--- src/logic/edf_pkg.sv ---
package edf_pkg;

  // ----------------------------------------------------------------
  // descriptor geometry
  // ----------------------------------------------------------------
  localparam logic [5:0] EDF_LEN_SHORT = 6'd16;
  localparam logic [5:0] EDF_LEN_LONG = 6'd52;
  localparam logic [5:0] EDF_TAG_FIRST = 6'd12;
  localparam logic [5:0] EDF_TAG_LAST = 6'd47;
  localparam int EDF_TAG_BYTES = 36;
  localparam logic [5:0] EDF_BYTE_ADDR_HI = 6'd0;
  localparam logic [5:0] EDF_BYTE_ADDR_LO = 6'd1;
  localparam logic [5:0] EDF_BYTE_FLAGS = 6'd2;
  localparam logic [5:0] EDF_BYTE_ASC = 6'd4;
  localparam logic [5:0] EDF_BYTE_ASCQ = 6'd5;
  localparam logic [5:0] EDF_BYTE_SVALID = 6'd9;
  localparam logic [5:0] EDF_BYTE_SRC_HI = 6'd10;
  localparam logic [5:0] EDF_BYTE_SRC_LO = 6'd11;

  // ----------------------------------------------------------------
  // flag byte field positions; source-valid bit is bit 7 of byte 9
  // ----------------------------------------------------------------
  localparam int EDF_BIT_FULL = 0;
  localparam int EDF_BIT_OPERATOR = 1;
  localparam int EDF_BIT_EXCEPT = 2;
  localparam int EDF_BIT_ACCESS = 3;
  localparam int EDF_BIT_EXPORT = 4;
  localparam int EDF_BIT_IMPORT = 5;
  localparam int EDF_BIT_SVALID = 7;

  // ----------------------------------------------------------------
  // additional sense codes
  // ----------------------------------------------------------------
  localparam logic [7:0] EDF_ASC_NONE = 8'h00;
  localparam logic [7:0] EDF_ASC_NATIVE = 8'h83;
  localparam logic [7:0] EDF_ASC_EMU_A = 8'h90;
  localparam logic [7:0] EDF_Q_NONE = 8'h00;
  localparam logic [7:0] EDF_Q_LABEL_ERR = 8'h01;
  localparam logic [7:0] EDF_Q_MAG_ABSENT = 8'h02;
  localparam logic [7:0] EDF_Q_FULL_LABEL_Q = 8'h03;
  localparam logic [7:0] EDF_Q_FULL_Q = 8'h07;
  localparam logic [7:0] EDF_Q_NO_LABEL = 8'h09;

  // ----------------------------------------------------------------
  // enumerations
  // ----------------------------------------------------------------
  typedef enum logic [1:0] {
    EDF_EMU_NATIVE = 2'b00,
    EDF_EMU_A = 2'b01,
    EDF_EMU_B = 2'b10
  } edf_emu_e;

  typedef enum logic [1:0] {
    EDF_EL_HANDLER = 2'b00,
    EDF_EL_STORAGE = 2'b01,
    EDF_EL_PORT = 2'b10,
    EDF_EL_DRIVE = 2'b11
  } edf_elem_e;

  typedef enum logic [1:0] {
    EDF_ST_IDLE = 2'b01,
    EDF_ST_EMIT = 2'b10
  } edf_state_e;

  // fifo word: last flag above the byte
  localparam int EDF_FIFO_W = 9;
  localparam int EDF_FIFO_D = 8;

endpackage

--- src/logic/edf_fifo_if.sv ---
interface edf_fifo_if #(
  parameter int W = 9
);
  logic wrValid;
  logic wrReady;
  logic [W-1:0] wrData;
  logic rdValid;
  logic rdReady;
  logic [W-1:0] rdData;

  modport producer (output wrValid, output wrData, input wrReady);
  modport store (input wrValid, input wrData, output wrReady,
                 output rdValid, output rdData, input rdReady);
  modport consumer (input rdValid, input rdData, output rdReady);
endinterface

--- src/logic/edf_byte_fifo.sv ---
module edf_byte_fifo #(
  parameter int W = 9,
  parameter int D = 8
) (
  // clock and reset
  input wire logic ref_clk,
  input wire logic rst_b,
  // both sides
  edf_fifo_if.store fifo
);

  localparam int AW = $clog2(D);

  // ------------------------------------------------------------
  // elaboration check
  // ------------------------------------------------------------
  if (D < 2 || (1 << AW) != D || W < 1) begin : g_bad
    $error("edf_byte_fifo: depth must be a power of two of at least 2");
  end

  logic [W-1:0] mem [D];
  logic [AW:0] wrPtr_q, wrPtr_d, rdPtr_q, rdPtr_d;
  logic doWr, doRd;

  // ------------------------------------------------------------
  // pointers, one extra bit tells full from empty
  // ------------------------------------------------------------
  assign fifo.wrReady = (wrPtr_q - rdPtr_q) != (AW+1)'(D);
  assign fifo.rdValid = wrPtr_q != rdPtr_q;
  assign fifo.rdData = mem[rdPtr_q[AW-1:0]];
  assign doWr = fifo.wrValid && fifo.wrReady;
  assign doRd = fifo.rdValid && fifo.rdReady;

  // next pointer values
  always_comb begin
    wrPtr_d = wrPtr_q;
    rdPtr_d = rdPtr_q;
    if (doWr) begin
      wrPtr_d = wrPtr_q + 1'b1;
    end
    if (doRd) begin
      rdPtr_d = rdPtr_q + 1'b1;
    end
  end

  // pointer registers
  always_ff @(posedge ref_clk) begin
    if (!rst_b) begin
      wrPtr_q <= '0;
      rdPtr_q <= '0;
    end else begin
      wrPtr_q <= wrPtr_d;
      rdPtr_q <= rdPtr_d;
    end
  end

  // storage needs no reset; only words under the pointers are read
  always_ff @(posedge ref_clk) begin
    if (doWr) begin
      mem[wrPtr_q[AW-1:0]] <= fifo.wrData;
    end
  end

endmodule // edf_byte_fifo

--- src/logic/edf_formatter.sv ---
// Overview of operation
// - first emulation: magazine absent gives 90/02, full questionable gives 90/03.
// - second emulation: missing or unreadable label gives 83/01.
// - second emulation: questionable full and label gives 83/03, barcode or not.
// - source-valid is 1 only when invert and source address are valid.
// - invert bit is always 0 in every descriptor.
// - with source-valid set, source address is last storage element taken from.
// - only storage qualifies as source unless options admit drive or port.
// - tag flag 1 adds 36-byte tag, 52 bytes; flag 0 gives 16 bytes.
// - one handler descriptor per report with fixed byte layout.
// - storage access bit 1 unless slot in sequential range or magazine missing.
// - storage count follows model and magazines; fixed slots are storage.
// - port byte 2 bits 5..0: import, export, access, exception, operator, full.
// - port access is 1 when retracted, 0 when not.
// - port access forced to 0 when front slot access is configured.
// - export-enable bit mirrors the export configuration.
// - import-enable bit mirrors the import configuration.
// - operator-placed bit is 1 for operator insertion, 0 for handler placement.
// - exception 1 when status uncertain, still giving last known full and tag.
// - full bit is 1 with a cartridge, 0 when empty.
module edf_formatter (
  // clock and reset
  input wire logic ref_clk,
  input wire logic rst_b,
  // report framing
  input wire logic reportStart,
  input wire logic primary_tag_present,
  input wire edf_pkg::edf_emu_e emuMode,
  input wire logic barcodeFitted,
  // configuration
  input wire logic cfgSrcDrive,
  input wire logic cfgSrcPort,
  input wire logic cfgFrontAccess,
  input wire logic export_permit,
  input wire logic import_permit,
  // element request
  input wire logic reqValid,
  input wire edf_pkg::edf_elem_e reqType,
  input wire logic [15:0] reqAddr,
  input wire logic reqFull,
  input wire logic reqMagAbsent,
  input wire logic reqFullQuestion,
  input wire logic reqLabelQuestion,
  input wire logic reqLabelMissing,
  input wire logic reqSeqRange,
  input wire logic reqRetracted,
  input wire logic operator_placed,
  input wire logic reqSrcKnown,
  input wire edf_pkg::edf_elem_e reqSrcType,
  input wire logic [15:0] reqSrcAddr,
  input wire logic [8*edf_pkg::EDF_TAG_BYTES-1:0] reqTag,
  // element request answer
  output logic reqReady,
  output logic dupHandler,
  output logic [15:0] storageCount,
  // descriptor byte stream
  output logic outValid,
  output logic [7:0] outData,
  output logic outLast,
  input wire logic outReady
);

  // ------------------------------------------------------------
  // functions
  // ------------------------------------------------------------
  // sense code pair {asc, ascq}; zero means no exception
  function automatic logic [15:0] senseCode(edf_pkg::edf_emu_e emu, logic magAbsent,
                                            logic fullQ, logic labelQ, logic labelMiss,
                                            logic barcode);
    logic [15:0] r;
    r = {edf_pkg::EDF_ASC_NONE, edf_pkg::EDF_Q_NONE};
    case (emu)
      edf_pkg::EDF_EMU_A: begin
        if (magAbsent) begin
          r = {edf_pkg::EDF_ASC_EMU_A, edf_pkg::EDF_Q_MAG_ABSENT};
        end else if (fullQ || labelQ) begin
          r = {edf_pkg::EDF_ASC_EMU_A, edf_pkg::EDF_Q_FULL_LABEL_Q};
        end
      end
      edf_pkg::EDF_EMU_B: begin
        // questionable state wins over a label fault: data may be stale anyway
        if (fullQ || labelQ) begin
          r = {edf_pkg::EDF_ASC_NATIVE, edf_pkg::EDF_Q_FULL_LABEL_Q};
        end else if (labelMiss) begin
          r = {edf_pkg::EDF_ASC_NATIVE, edf_pkg::EDF_Q_LABEL_ERR};
        end
      end
      default: begin
        if (magAbsent) begin
          r = {edf_pkg::EDF_ASC_NATIVE, edf_pkg::EDF_Q_MAG_ABSENT};
        end else if (fullQ || labelQ) begin
          r = {edf_pkg::EDF_ASC_NATIVE, barcode ? edf_pkg::EDF_Q_FULL_LABEL_Q : edf_pkg::EDF_Q_FULL_Q};
        end else if (labelMiss && barcode) begin
          r = {edf_pkg::EDF_ASC_NATIVE, edf_pkg::EDF_Q_NO_LABEL};
        end
      end
    endcase
    return r;
  endfunction

  // does an element of this type count as a source element
  function automatic logic srcQualifies(edf_pkg::edf_elem_e t, logic drv, logic prt);
    logic r;
    r = 1'b0;
    case (t)
      edf_pkg::EDF_EL_STORAGE: r = 1'b1;
      edf_pkg::EDF_EL_DRIVE: r = drv;
      edf_pkg::EDF_EL_PORT: r = prt;
      default: r = 1'b0;
    endcase
    return r;
  endfunction

  // ------------------------------------------------------------
  // latched descriptor fields
  // ------------------------------------------------------------
  edf_pkg::edf_state_e state_q, state_d;
  logic [15:0] addr_q, addr_d;
  logic [7:0] flags_q, flags_d;
  logic [15:0] sense_q, sense_d;
  logic svalid_q, svalid_d;
  logic [15:0] src_q, src_d;
  logic [8*edf_pkg::EDF_TAG_BYTES-1:0] tag_q, tag_d;
  logic [5:0] len_q, len_d;
  logic [5:0] idx_q, idx_d;
  logic handlerSent_q, handlerSent_d;
  logic dupHandler_q, dupHandler_d;
  logic [15:0] storageCount_q, storageCount_d;
  logic reqReady_q, reqReady_d;
  logic [15:0] senseNow;
  logic exceptNow, accessNow, svalidNow, take;
  logic [7:0] curByte;
  logic [5:0] tagOff;

  edf_fifo_if #(.W(edf_pkg::EDF_FIFO_W)) fq ();

  // fifo shields the serializer from a stalled initiator
  edf_byte_fifo #(.W(edf_pkg::EDF_FIFO_W), .D(edf_pkg::EDF_FIFO_D)) u_fifo (
    .ref_clk(ref_clk),
    .rst_b(rst_b),
    .fifo(fq.store)
  );

  // ------------------------------------------------------------
  // request decode
  // ------------------------------------------------------------
  assign take = reqValid && reqReady_q;
  assign senseNow = senseCode(emuMode, reqMagAbsent, reqFullQuestion, reqLabelQuestion,
                              reqLabelMissing, barcodeFitted);
  assign exceptNow = senseNow != {edf_pkg::EDF_ASC_NONE, edf_pkg::EDF_Q_NONE};
  assign svalidNow = reqSrcKnown && srcQualifies(reqSrcType, cfgSrcDrive, cfgSrcPort);
  // storage access depends on slot, port access on retraction and front mode
  assign accessNow = (reqType == edf_pkg::EDF_EL_PORT) ?
                     (reqRetracted && !cfgFrontAccess) :
                     (!reqSeqRange && !reqMagAbsent);

  // ------------------------------------------------------------
  // byte selection; everything not named reads zero
  // ------------------------------------------------------------
  assign tagOff = idx_q - edf_pkg::EDF_TAG_FIRST;
  always_comb begin
    curByte = 8'h00;
    if (idx_q == edf_pkg::EDF_BYTE_ADDR_HI) begin
      curByte = addr_q[15:8];
    end else if (idx_q == edf_pkg::EDF_BYTE_ADDR_LO) begin
      curByte = addr_q[7:0];
    end else if (idx_q == edf_pkg::EDF_BYTE_FLAGS) begin
      curByte = flags_q;
    end else if (idx_q == edf_pkg::EDF_BYTE_ASC) begin
      curByte = sense_q[15:8];
    end else if (idx_q == edf_pkg::EDF_BYTE_ASCQ) begin
      curByte = sense_q[7:0];
    end else if (idx_q == edf_pkg::EDF_BYTE_SVALID) begin
      curByte = {svalid_q, 7'h00}; // invert stays 0
    end else if (idx_q == edf_pkg::EDF_BYTE_SRC_HI) begin
      curByte = svalid_q ? src_q[15:8] : 8'h00;
    end else if (idx_q == edf_pkg::EDF_BYTE_SRC_LO) begin
      curByte = svalid_q ? src_q[7:0] : 8'h00;
    end else if (len_q == edf_pkg::EDF_LEN_LONG && idx_q >= edf_pkg::EDF_TAG_FIRST &&
                 idx_q <= edf_pkg::EDF_TAG_LAST) begin
      // tag byte 0 is the top of the bus
      curByte = tag_q[8*(edf_pkg::EDF_TAG_BYTES-1-int'(tagOff)) +: 8];
    end
  end

  assign fq.wrValid = (state_q == edf_pkg::EDF_ST_EMIT);
  assign fq.wrData = {idx_q == len_q - 6'd1, curByte};

  // ------------------------------------------------------------
  // descriptor sequencer, next state
  // ------------------------------------------------------------
  always_comb begin
    state_d = state_q;
    addr_d = addr_q;
    flags_d = flags_q;
    sense_d = sense_q;
    svalid_d = svalid_q;
    src_d = src_q;
    tag_d = tag_q;
    len_d = len_q;
    idx_d = idx_q;
    handlerSent_d = handlerSent_q;
    dupHandler_d = 1'b0;
    storageCount_d = storageCount_q;
    reqReady_d = reqReady_q;
    case (state_q)
      edf_pkg::EDF_ST_IDLE: begin
        if (reportStart) begin
          handlerSent_d = 1'b0;
          storageCount_d = 16'h0000;
        end
        if (take && reqType == edf_pkg::EDF_EL_HANDLER && handlerSent_q && !reportStart) begin
          dupHandler_d = 1'b1; // a second handler is dropped
        end else if (take) begin
          addr_d = reqAddr;
          sense_d = senseNow;
          svalid_d = svalidNow;
          src_d = reqSrcAddr;
          // tag carries the last known label even under an exception
          tag_d = reqTag;
          len_d = primary_tag_present ? edf_pkg::EDF_LEN_LONG : edf_pkg::EDF_LEN_SHORT;
          idx_d = 6'd0;
          flags_d = 8'h00;
          flags_d[edf_pkg::EDF_BIT_FULL] = reqFull;
          flags_d[edf_pkg::EDF_BIT_EXCEPT] = exceptNow;
          case (reqType)
            edf_pkg::EDF_EL_HANDLER: begin
              handlerSent_d = 1'b1;
            end
            edf_pkg::EDF_EL_STORAGE: begin
              flags_d[edf_pkg::EDF_BIT_ACCESS] = accessNow;
              storageCount_d = storageCount_d + 16'h0001; // from cleared value on start
            end
            edf_pkg::EDF_EL_PORT: begin
              flags_d[edf_pkg::EDF_BIT_ACCESS] = accessNow;
              flags_d[edf_pkg::EDF_BIT_OPERATOR] = operator_placed;
              flags_d[edf_pkg::EDF_BIT_EXPORT] = export_permit;
              flags_d[edf_pkg::EDF_BIT_IMPORT] = import_permit;
            end
            default: begin
              flags_d = flags_d; // drive slots get the common fields only
            end
          endcase
          reqReady_d = 1'b0;
          state_d = edf_pkg::EDF_ST_EMIT;
        end
      end
      edf_pkg::EDF_ST_EMIT: begin
        // stalls while the fifo is full, which holds the requester off
        if (fq.wrReady) begin
          if (idx_q == len_q - 6'd1) begin
            reqReady_d = 1'b1;
            state_d = edf_pkg::EDF_ST_IDLE;
          end else begin
            idx_d = idx_q + 6'd1; // ascending byte order
          end
        end
      end
      default: begin
        reqReady_d = 1'b1;
        state_d = edf_pkg::EDF_ST_IDLE;
      end
    endcase
  end

  // descriptor sequencer registers
  always_ff @(posedge ref_clk) begin
    if (!rst_b) begin
      state_q <= edf_pkg::EDF_ST_IDLE;
      addr_q <= 16'h0000;
      flags_q <= 8'h00;
      sense_q <= 16'h0000;
      svalid_q <= 1'b0;
      src_q <= 16'h0000;
      tag_q <= '0;
      len_q <= edf_pkg::EDF_LEN_SHORT;
      idx_q <= 6'd0;
      handlerSent_q <= 1'b0;
      dupHandler_q <= 1'b0;
      storageCount_q <= 16'h0000;
      reqReady_q <= 1'b1;
    end else begin
      state_q <= state_d;
      addr_q <= addr_d;
      flags_q <= flags_d;
      sense_q <= sense_d;
      svalid_q <= svalid_d;
      src_q <= src_d;
      tag_q <= tag_d;
      len_q <= len_d;
      idx_q <= idx_d;
      handlerSent_q <= handlerSent_d;
      dupHandler_q <= dupHandler_d;
      storageCount_q <= storageCount_d;
      reqReady_q <= reqReady_d;
    end
  end

  // ------------------------------------------------------------
  // output stage so the stream leaves straight from flops
  // ------------------------------------------------------------
  logic outValid_q, outValid_d;
  logic [edf_pkg::EDF_FIFO_W-1:0] outWord_q, outWord_d;

  assign fq.rdReady = !outValid_q || outReady;

  // next output word
  always_comb begin
    outValid_d = outValid_q;
    outWord_d = outWord_q;
    if (fq.rdReady) begin
      outValid_d = fq.rdValid;
      if (fq.rdValid) begin
        outWord_d = fq.rdData;
      end
    end
  end

  // output registers
  always_ff @(posedge ref_clk) begin
    if (!rst_b) begin
      outValid_q <= 1'b0;
      outWord_q <= '0;
    end else begin
      outValid_q <= outValid_d;
      outWord_q <= outWord_d;
    end
  end

  assign outValid = outValid_q;
  assign outData = outWord_q[7:0];
  assign outLast = outWord_q[8];
  assign reqReady = reqReady_q;
  assign dupHandler = dupHandler_q;
  assign storageCount = storageCount_q;

endmodule // edf_formatter

--- config.mk ---
export PLATFORM = sky130hd
export DESIGN_NAME = edf_formatter
export DESIGN_NICKNAME = d
export VERILOG_FILES = /design/src/logic/edf_pkg.sv /design/src/logic/edf_fifo_if.sv /design/src/logic/edf_byte_fifo.sv /design/src/logic/edf_formatter.sv
export SDC_FILE = /design/constraint.sdc
export NUM_CORES = 1
export LEC_CHECK = 0
export BUFFER_PORTS_ARGS = -buffer_cell sky130_fd_sc_hd__buf_2
export CORE_MARGIN = 2
export CORE_UTILIZATION = 61
export CTS_CLUSTER_DIAMETER = 60
export CTS_CLUSTER_SIZE = 30
export DETAILED_ROUTE_END_ITERATION = 6
export PLACE_DENSITY = 0.86
export RECOVER_POWER = 100
export REMOVE_ABC_BUFFERS = 1
export SETUP_SLACK_MARGIN = 0.5
export SYNTH_ARGS = -nofsm -noshare
export SYNTH_HDL_FRONTEND = slang
export SYNTH_SLANG_ARGS = --single-unit
--- constraint.sdc ---
create_clock -name ref_clk -period 9.1 [get_ports ref_clk]
set_input_delay 2.73 -clock ref_clk [delete_from_list [all_inputs] [get_ports ref_clk]]
set_output_delay 2.73 -clock ref_clk [all_outputs]
set_load 0.03 [all_outputs]
=== Word level (Yosys, flattened, before mapping) ===
Memory sizes are Yosys's and may differ from the RTL's. A register that Yosys moved wholly into a read port is not among the register bits.
Index checks and enable logic that the tools add are counted.

* Shift operators: 1
* Magnitude comparators: 2
* Reduce and logical (&&, ||, !) cells: 30
* Muxes and demuxes: 53
* Equality and inequality tests: 25
* $add $sub $neg: 8
* Bitwise gates (word level): 1

{| class="wikitable"
|+ Operators by type and width
! operator !! number
|-
| 288-bit by 10-bit variable part select with 8-bit output || 1
|-
| 16-bit two-way mux || 12
|-
| 8-bit two-way mux || 11
|-
| 16-bit one-hot mux with 2 select lines || 1
|-
| 6-bit two-way mux || 5
|-
| 6-bit by 4-bit == test with 1-bit output (second input constant) || 3
|-
| 16-bit by 1-bit adder with 16-bit output (second input constant) || 1
|-
| 16-bit nonzero test || 1
|-
| 1-bit two-way mux || 14
|-
| 6-bit by 3-bit == test with 1-bit output (second input constant) || 2
|-
| 1-bit logical AND || 12
|-
| 6-bit one-hot mux with 2 select lines || 1
|-
| 2-bit == test (second input constant) || 5
|-
| 2-bit two-way mux || 5
|-
| 2-bit inequality test (second input constant) || 5
|-
| 4-bit by 1-bit adder with 4-bit output (second input constant) || 2
|-
| 2-bit by 1-bit == test with 1-bit output (second input constant) || 4
|-
| 6-bit by 6-bit subtractor with 7-bit output (first input constant) || 1
|-
| 6-bit by 1-bit adder with 6-bit output (second input constant) || 1
|-
| 6-bit by 1-bit == test with 1-bit output (second input constant) || 1
|-
| 6-bit by 2-bit == test with 1-bit output (second input constant) || 1
|-
| 6-bit == test || 1
|-
| 6-bit == test (second input constant) || 1
|-
| 6-bit by 4-bit greater-or-equal comparator with 1-bit output (second input constant) || 1
|-
| other kinds (21) || 28
|}

* Register bits after elaboration: 385
* Output and inout port bits: 28
* Input port bits: 347
* Memory bits (writable): 72
* Memories kept: 1
* Logic and storage cells: 137

{| class="wikitable"
|+ Memories
! name !! words !! bits a word !! read ports !! clocked after Yosys merged registers in !! wr ports !! line !! source
|-
| u_fifo.mem || 8 || 9 || 1 || 1 || 1 || edf_byte_fifo.sv:21 || <nowiki>logic [W-1:0] mem [D];</nowiki>
|}

=== Depth between registers and ports, before layout ===
* Depth after elaboration: 12
* Depth in mapped cells: 12
* Gate-level depth less buffers: 8

=== By module ===
A second synthesis with hierarchy kept.

* Cell total of the unflattened synthesis: 2,229
* Area, all modules: 20,966.4 um2

{| class="wikitable"
|+ By module, submodules not included
! module !! area an instance (um2) !! instances !! cells an instance !! seq. area each (um2)
|-
| edf_formatter || 17,591.9 || 1 || 2,048 || 7,427.1
|-
| edf_byte_fifo || 3,374.5 || 1 || 181 || 2,382.3
|}

=== Least setup slack after synthesis ===
No wires, ideal clock.

* Kind: input to register
* Start point: input port reqType[0]
* End point: register storageCount_q[8], in the netlist storageCount[8]
* Slack: 4,618 ps
* Stages on the path: 8
* Buffers on the path: 0
* Arrival: 4,364 ps
* Library setup time: 117 ps
* Required time: 8,983 ps
* Cells stage by stage: inv_1 ha_1 and3b_1 or4b_1 nor2_1 and2_1 o21ai_0 a32o_1

* Cells in the longest elaborated chain, start to end: 5
* Elaborated cells between the ends (all ways): 8
* Classes of those cells: eq/ne: 1; mux: 3; reduce/logical: 4

{| class="wikitable"
|+ Ends and longest elaborated chain
! what !! line !! source
|-
| start, declared || edf_formatter.sv:38 || <nowiki>input wire edf_pkg::edf_elem_e reqType,</nowiki>
|-
| parallel branches: the longest is 4 deep, another holds 16-bit two-way mux || -- ||
|-
| 16-bit two-way mux * || edf_formatter.sv:212 || <nowiki>if (take && reqType == edf_pkg::EDF_EL_HANDLER && handlerSent_q && !reportStart) begin</nowiki>
|-
| end signal, assigned || edf_formatter.sv:294 || <nowiki>storageCount_q <= storageCount_d;</nowiki>
|-
| end, declared || edf_formatter.sv:128 || <nowiki>logic [15:0] storageCount_q, storageCount_d;</nowiki>
|}

Mark *: on every way between the ends.
A chain may end at the register's enable or synchronous reset.

=== Worst setup path after layout ===
* Start point: input port reportStart
* End point: register sense_q[12]

* Cells in the longest elaborated chain, start to end: 4

{| class="wikitable"
|+ Ends and longest elaborated chain
! what !! line !! source
|-
| start, declared || edf_formatter.sv:26 || <nowiki>input wire logic reportStart,</nowiki>
|-
| 1-bit logical NOT || edf_formatter.sv:212 ||
|-
| 1-bit logical AND || edf_formatter.sv:212 ||
|-
| 1-bit inverter (no source line) || -- ||
|-
| 3-bit AND reduction (no source line) || -- ||
|-
| end signal, assigned || edf_formatter.sv:286 || <nowiki>sense_q <= sense_d;</nowiki>
|-
| end, declared || edf_formatter.sv:120 || <nowiki>logic [15:0] sense_q, sense_d;</nowiki>
|}

No other way between the ends.

==> reports/metrics.cfg <==
[detailed_routing]
wl_per_cell_um = 18.32
drt_iter0_markers = 1363
vias_per_cell = 5.807
totalWireLength_um = 54110
ant_nets = 0
vias = 17150
drt-pass1-iter-count = 5
route.detailed.drc = 0

[clock_tree]
clkLatencyLatePin_ns = 0.53
clockBufferDepth = 3
cts-root-buf = clkbuf_16
clock-sinks = 451
hold_buffers = 0
clk_pin_slew_worst_paths_ns = 0.07
cts_tree = done
htreeDepth = 2
numCtsBuffers = 34
post_cts_buffers = 0
cts_resized = 0

[synthesis]
synth-main-ff-cell = dfxtp_1
postSynthAreaPerCell_um2 = 9.417
synth_area_mm2 = 0.02079
seq_area_frac_synth_pct = 46.89
synth-seq-cells = 451
synthArstFlopShare_pct = 0
netlist_instances = 2208
yosys.area.top_type = dfxtp_1
synth_top_area_share_pct = 36.49
synth_top_cells_by_area = dfxtp_1 36%, nand2_1 13%, a21boi_0 12%
synth_warnings = 0
synth_cell_types = 86
synth_edf_count = 72

[pwr]
power.density_mw_per_mm2 = 182.7
power_frac_seq_pct = 50.9
p_sw_mw = 1.177
power_frac_clock_pct = 36.0
p_comb_share_pct = 13.1
power.internal_mw = 3.166
leakagePower_nw = 9.035
ir_worst_vdd_uv = 140.7
power_mw = 4.343
switching_share_pct = 27.11

[finish]
final_cells = 2953
final_cell_mix = 735 x nand2_1, 378 x dfxtp_1, 343 x buf_2, 332 x a21boi_0, 72 x edfxtp_1
multi_input_area_mm2 = 0.01022
register_area_mm2 = 0.009753
final_common_cell = nand2_1
nFillCells = 2549
drive_above_1_share_pct = 20.32
final_util_pct = 70.91
area_delta_synth_final_pct = 14.36
nNetsFinal = 2841

[sta]
relSlewSlack_pct = -59.27
period_share_pct = 70.36
period_minus_slack_ns = 6.402
worst_pin_slew_ns = 2.382
finalWorstSetupSlack_ns = 2.698
finClkSkew_ns = 0.02160
finalMaxSlewViolations = 91
whs_ns = 0.4645
rsz0062_at_grt = false
hold_viol = 0
max_freq_mhz = 156.2
finalSetupViolCount = 0

[critical_path]
start_kind = input pin
reg2reg_depth = 7
crit_chain = clkbuf_1 -> nand3b_1 -> nand3_1 -> buf_4 -> nor4b_1 -> a21oi_1 -> nor2b_1
cpMaxStageDelayCell = nand3_1
endpoint = sense_q[12]
setup.worst_path.start = reportStart
arrival_ns = 6.86
cp_top_family = simple AND/OR/NAND/NOR gates
critPathRequiredTime_ns = 9.55
cp_slowest_stage_delay_ns = 1.62
endpoint_kind = register
cp_max_fo = 94
r2r_slack_ns = 3.71
crit_type = input pin to register
cp_num_cells = 7
rr_startpoint = idx_q[1]
reg2reg_to = u_fifo.mem[4][1]
critPathBufInv = 2

[floorplan]
io_pins = 375
dieArea_mm2 = 0.03558
core_mm2 = 0.03353
fp.dieH_um = 188.6
initial_core_util_pct = 62.01
rows = 67
die_x_um = 188.6

[place]
dp_cells = 2886
pre_cts_slack_ns = 3.718
place.gp.congestion = 0.8783
port_buffers = 374
dp_hpwl_um = 37530

[global_routing]
grt_pass1_wl_um = 85140
grt_pass1_vias = 16830
grt_usage_pct = 29.87
grt_max_degree = 185
overflow = 0
grt_antenna_before_repair = 6

[run_status]
violations = capacitance limit, slew limit
status = finished with violations

[run]
max_cap_viol_count = 2

[min_path]
hp-class = register to register

[cell usage after synthesis (all sizes together), types with 26 or more instances]
library cell,count
nand2,735
dfxtp,379
a21boi,332
clkbuf,129
mux4,78
edfxtp,72
a21oi,39
buf,38
mux2i,36
nand3,35
nor2,35
and2,26
[power by group through the flow]
stage               clock [mW]  combinational [mW]  sequential [mW]
floorplan                    0               0.349             2.29
global placement             0               0.558             2.24
detailed placement           0               0.576             2.25
CTS                       1.58               0.580             2.21
global route              1.65               0.631             2.22
finish                    1.56               0.571             2.21
[worst min-delay path by stage]
stage,cells after the start,from,endpoint
2_1_floorplan,2,tag_q[113],tag_q[113]
3_3_place_gp,2,tag_q[228],tag_q[228]
3_5_place_dp,2,tag_q[187],tag_q[187]
4_1_cts,2,tag_q[187],tag_q[187]
5_1_grt,2,tag_q[197],tag_q[197]
6_report,2,tag_q[107],tag_q[107]
[layer usage]
| metal | vias up | routed length [um] | track usage, % |
|---|---|---|---|
| li1 | 8157 | - | - |
| met3 | 145 | 3739 | 4.563 |
| met5 | - | 24 | 0 |
| met4 | 4 | 2144 | 12.08 |
| met1 | 8158 | 21420 | 37.68 |
| met2 | 683 | 26780 | 51.50 |
[stage by stage]
stage / TNS [ns] / instance area, um2
3_5_place_dp: 0 / 22730
6_report: 0 / 23780
3_3_place_gp: 0 / 22730
2_1_floorplan: -243.78 / 20060
5_1_grt: 0 / 23770
4_1_cts: 0 / 23880
[logic make-up after synthesis]
group | synth area share, %
compound gates | 17.39
buf+inv | 3.851
simple gates | 18.78
fa+ha+maj | 1.204
xor+xnor | 1.306
mux | 10.58
flops | 46.89
[worst register-to-register path, delay by kind of cell (launching register included)]
kind / cells / cell delay (ns)
AO/OA/AOI/OAI: 2 / 1.61
buffers and inverters: 2 / 1.21
adder cells (fa/ha/maj): 1 / 0.39
flip-flops: 1 / 1.35
AND/OR/NAND/NOR: 2 / 0.47
[state kept, by name, summed over array words and instances, names as in the netlist, 6 cells and up]
name and cells:
storageCount 16, flags_q 6, src_q 16, idx_q 6, outWord_q 9, sense_q 7, tag_q 288, u_fifo.mem 72
addr_q 16
[layout make-up]
class | count | share of cell area [%]
antenna | 5 | 0.05262
timing repair buffer | 397 | 8.440
clock buffer | 43 | 4.031
tap | 448 | 2.357
clock inverter | 19 | 0.8104
sequential | 451 | 41.02
multi-input combinational | 1571 | 42.99
inverter | 19 | 0.2999
Power figures use the tool's default switching activity.
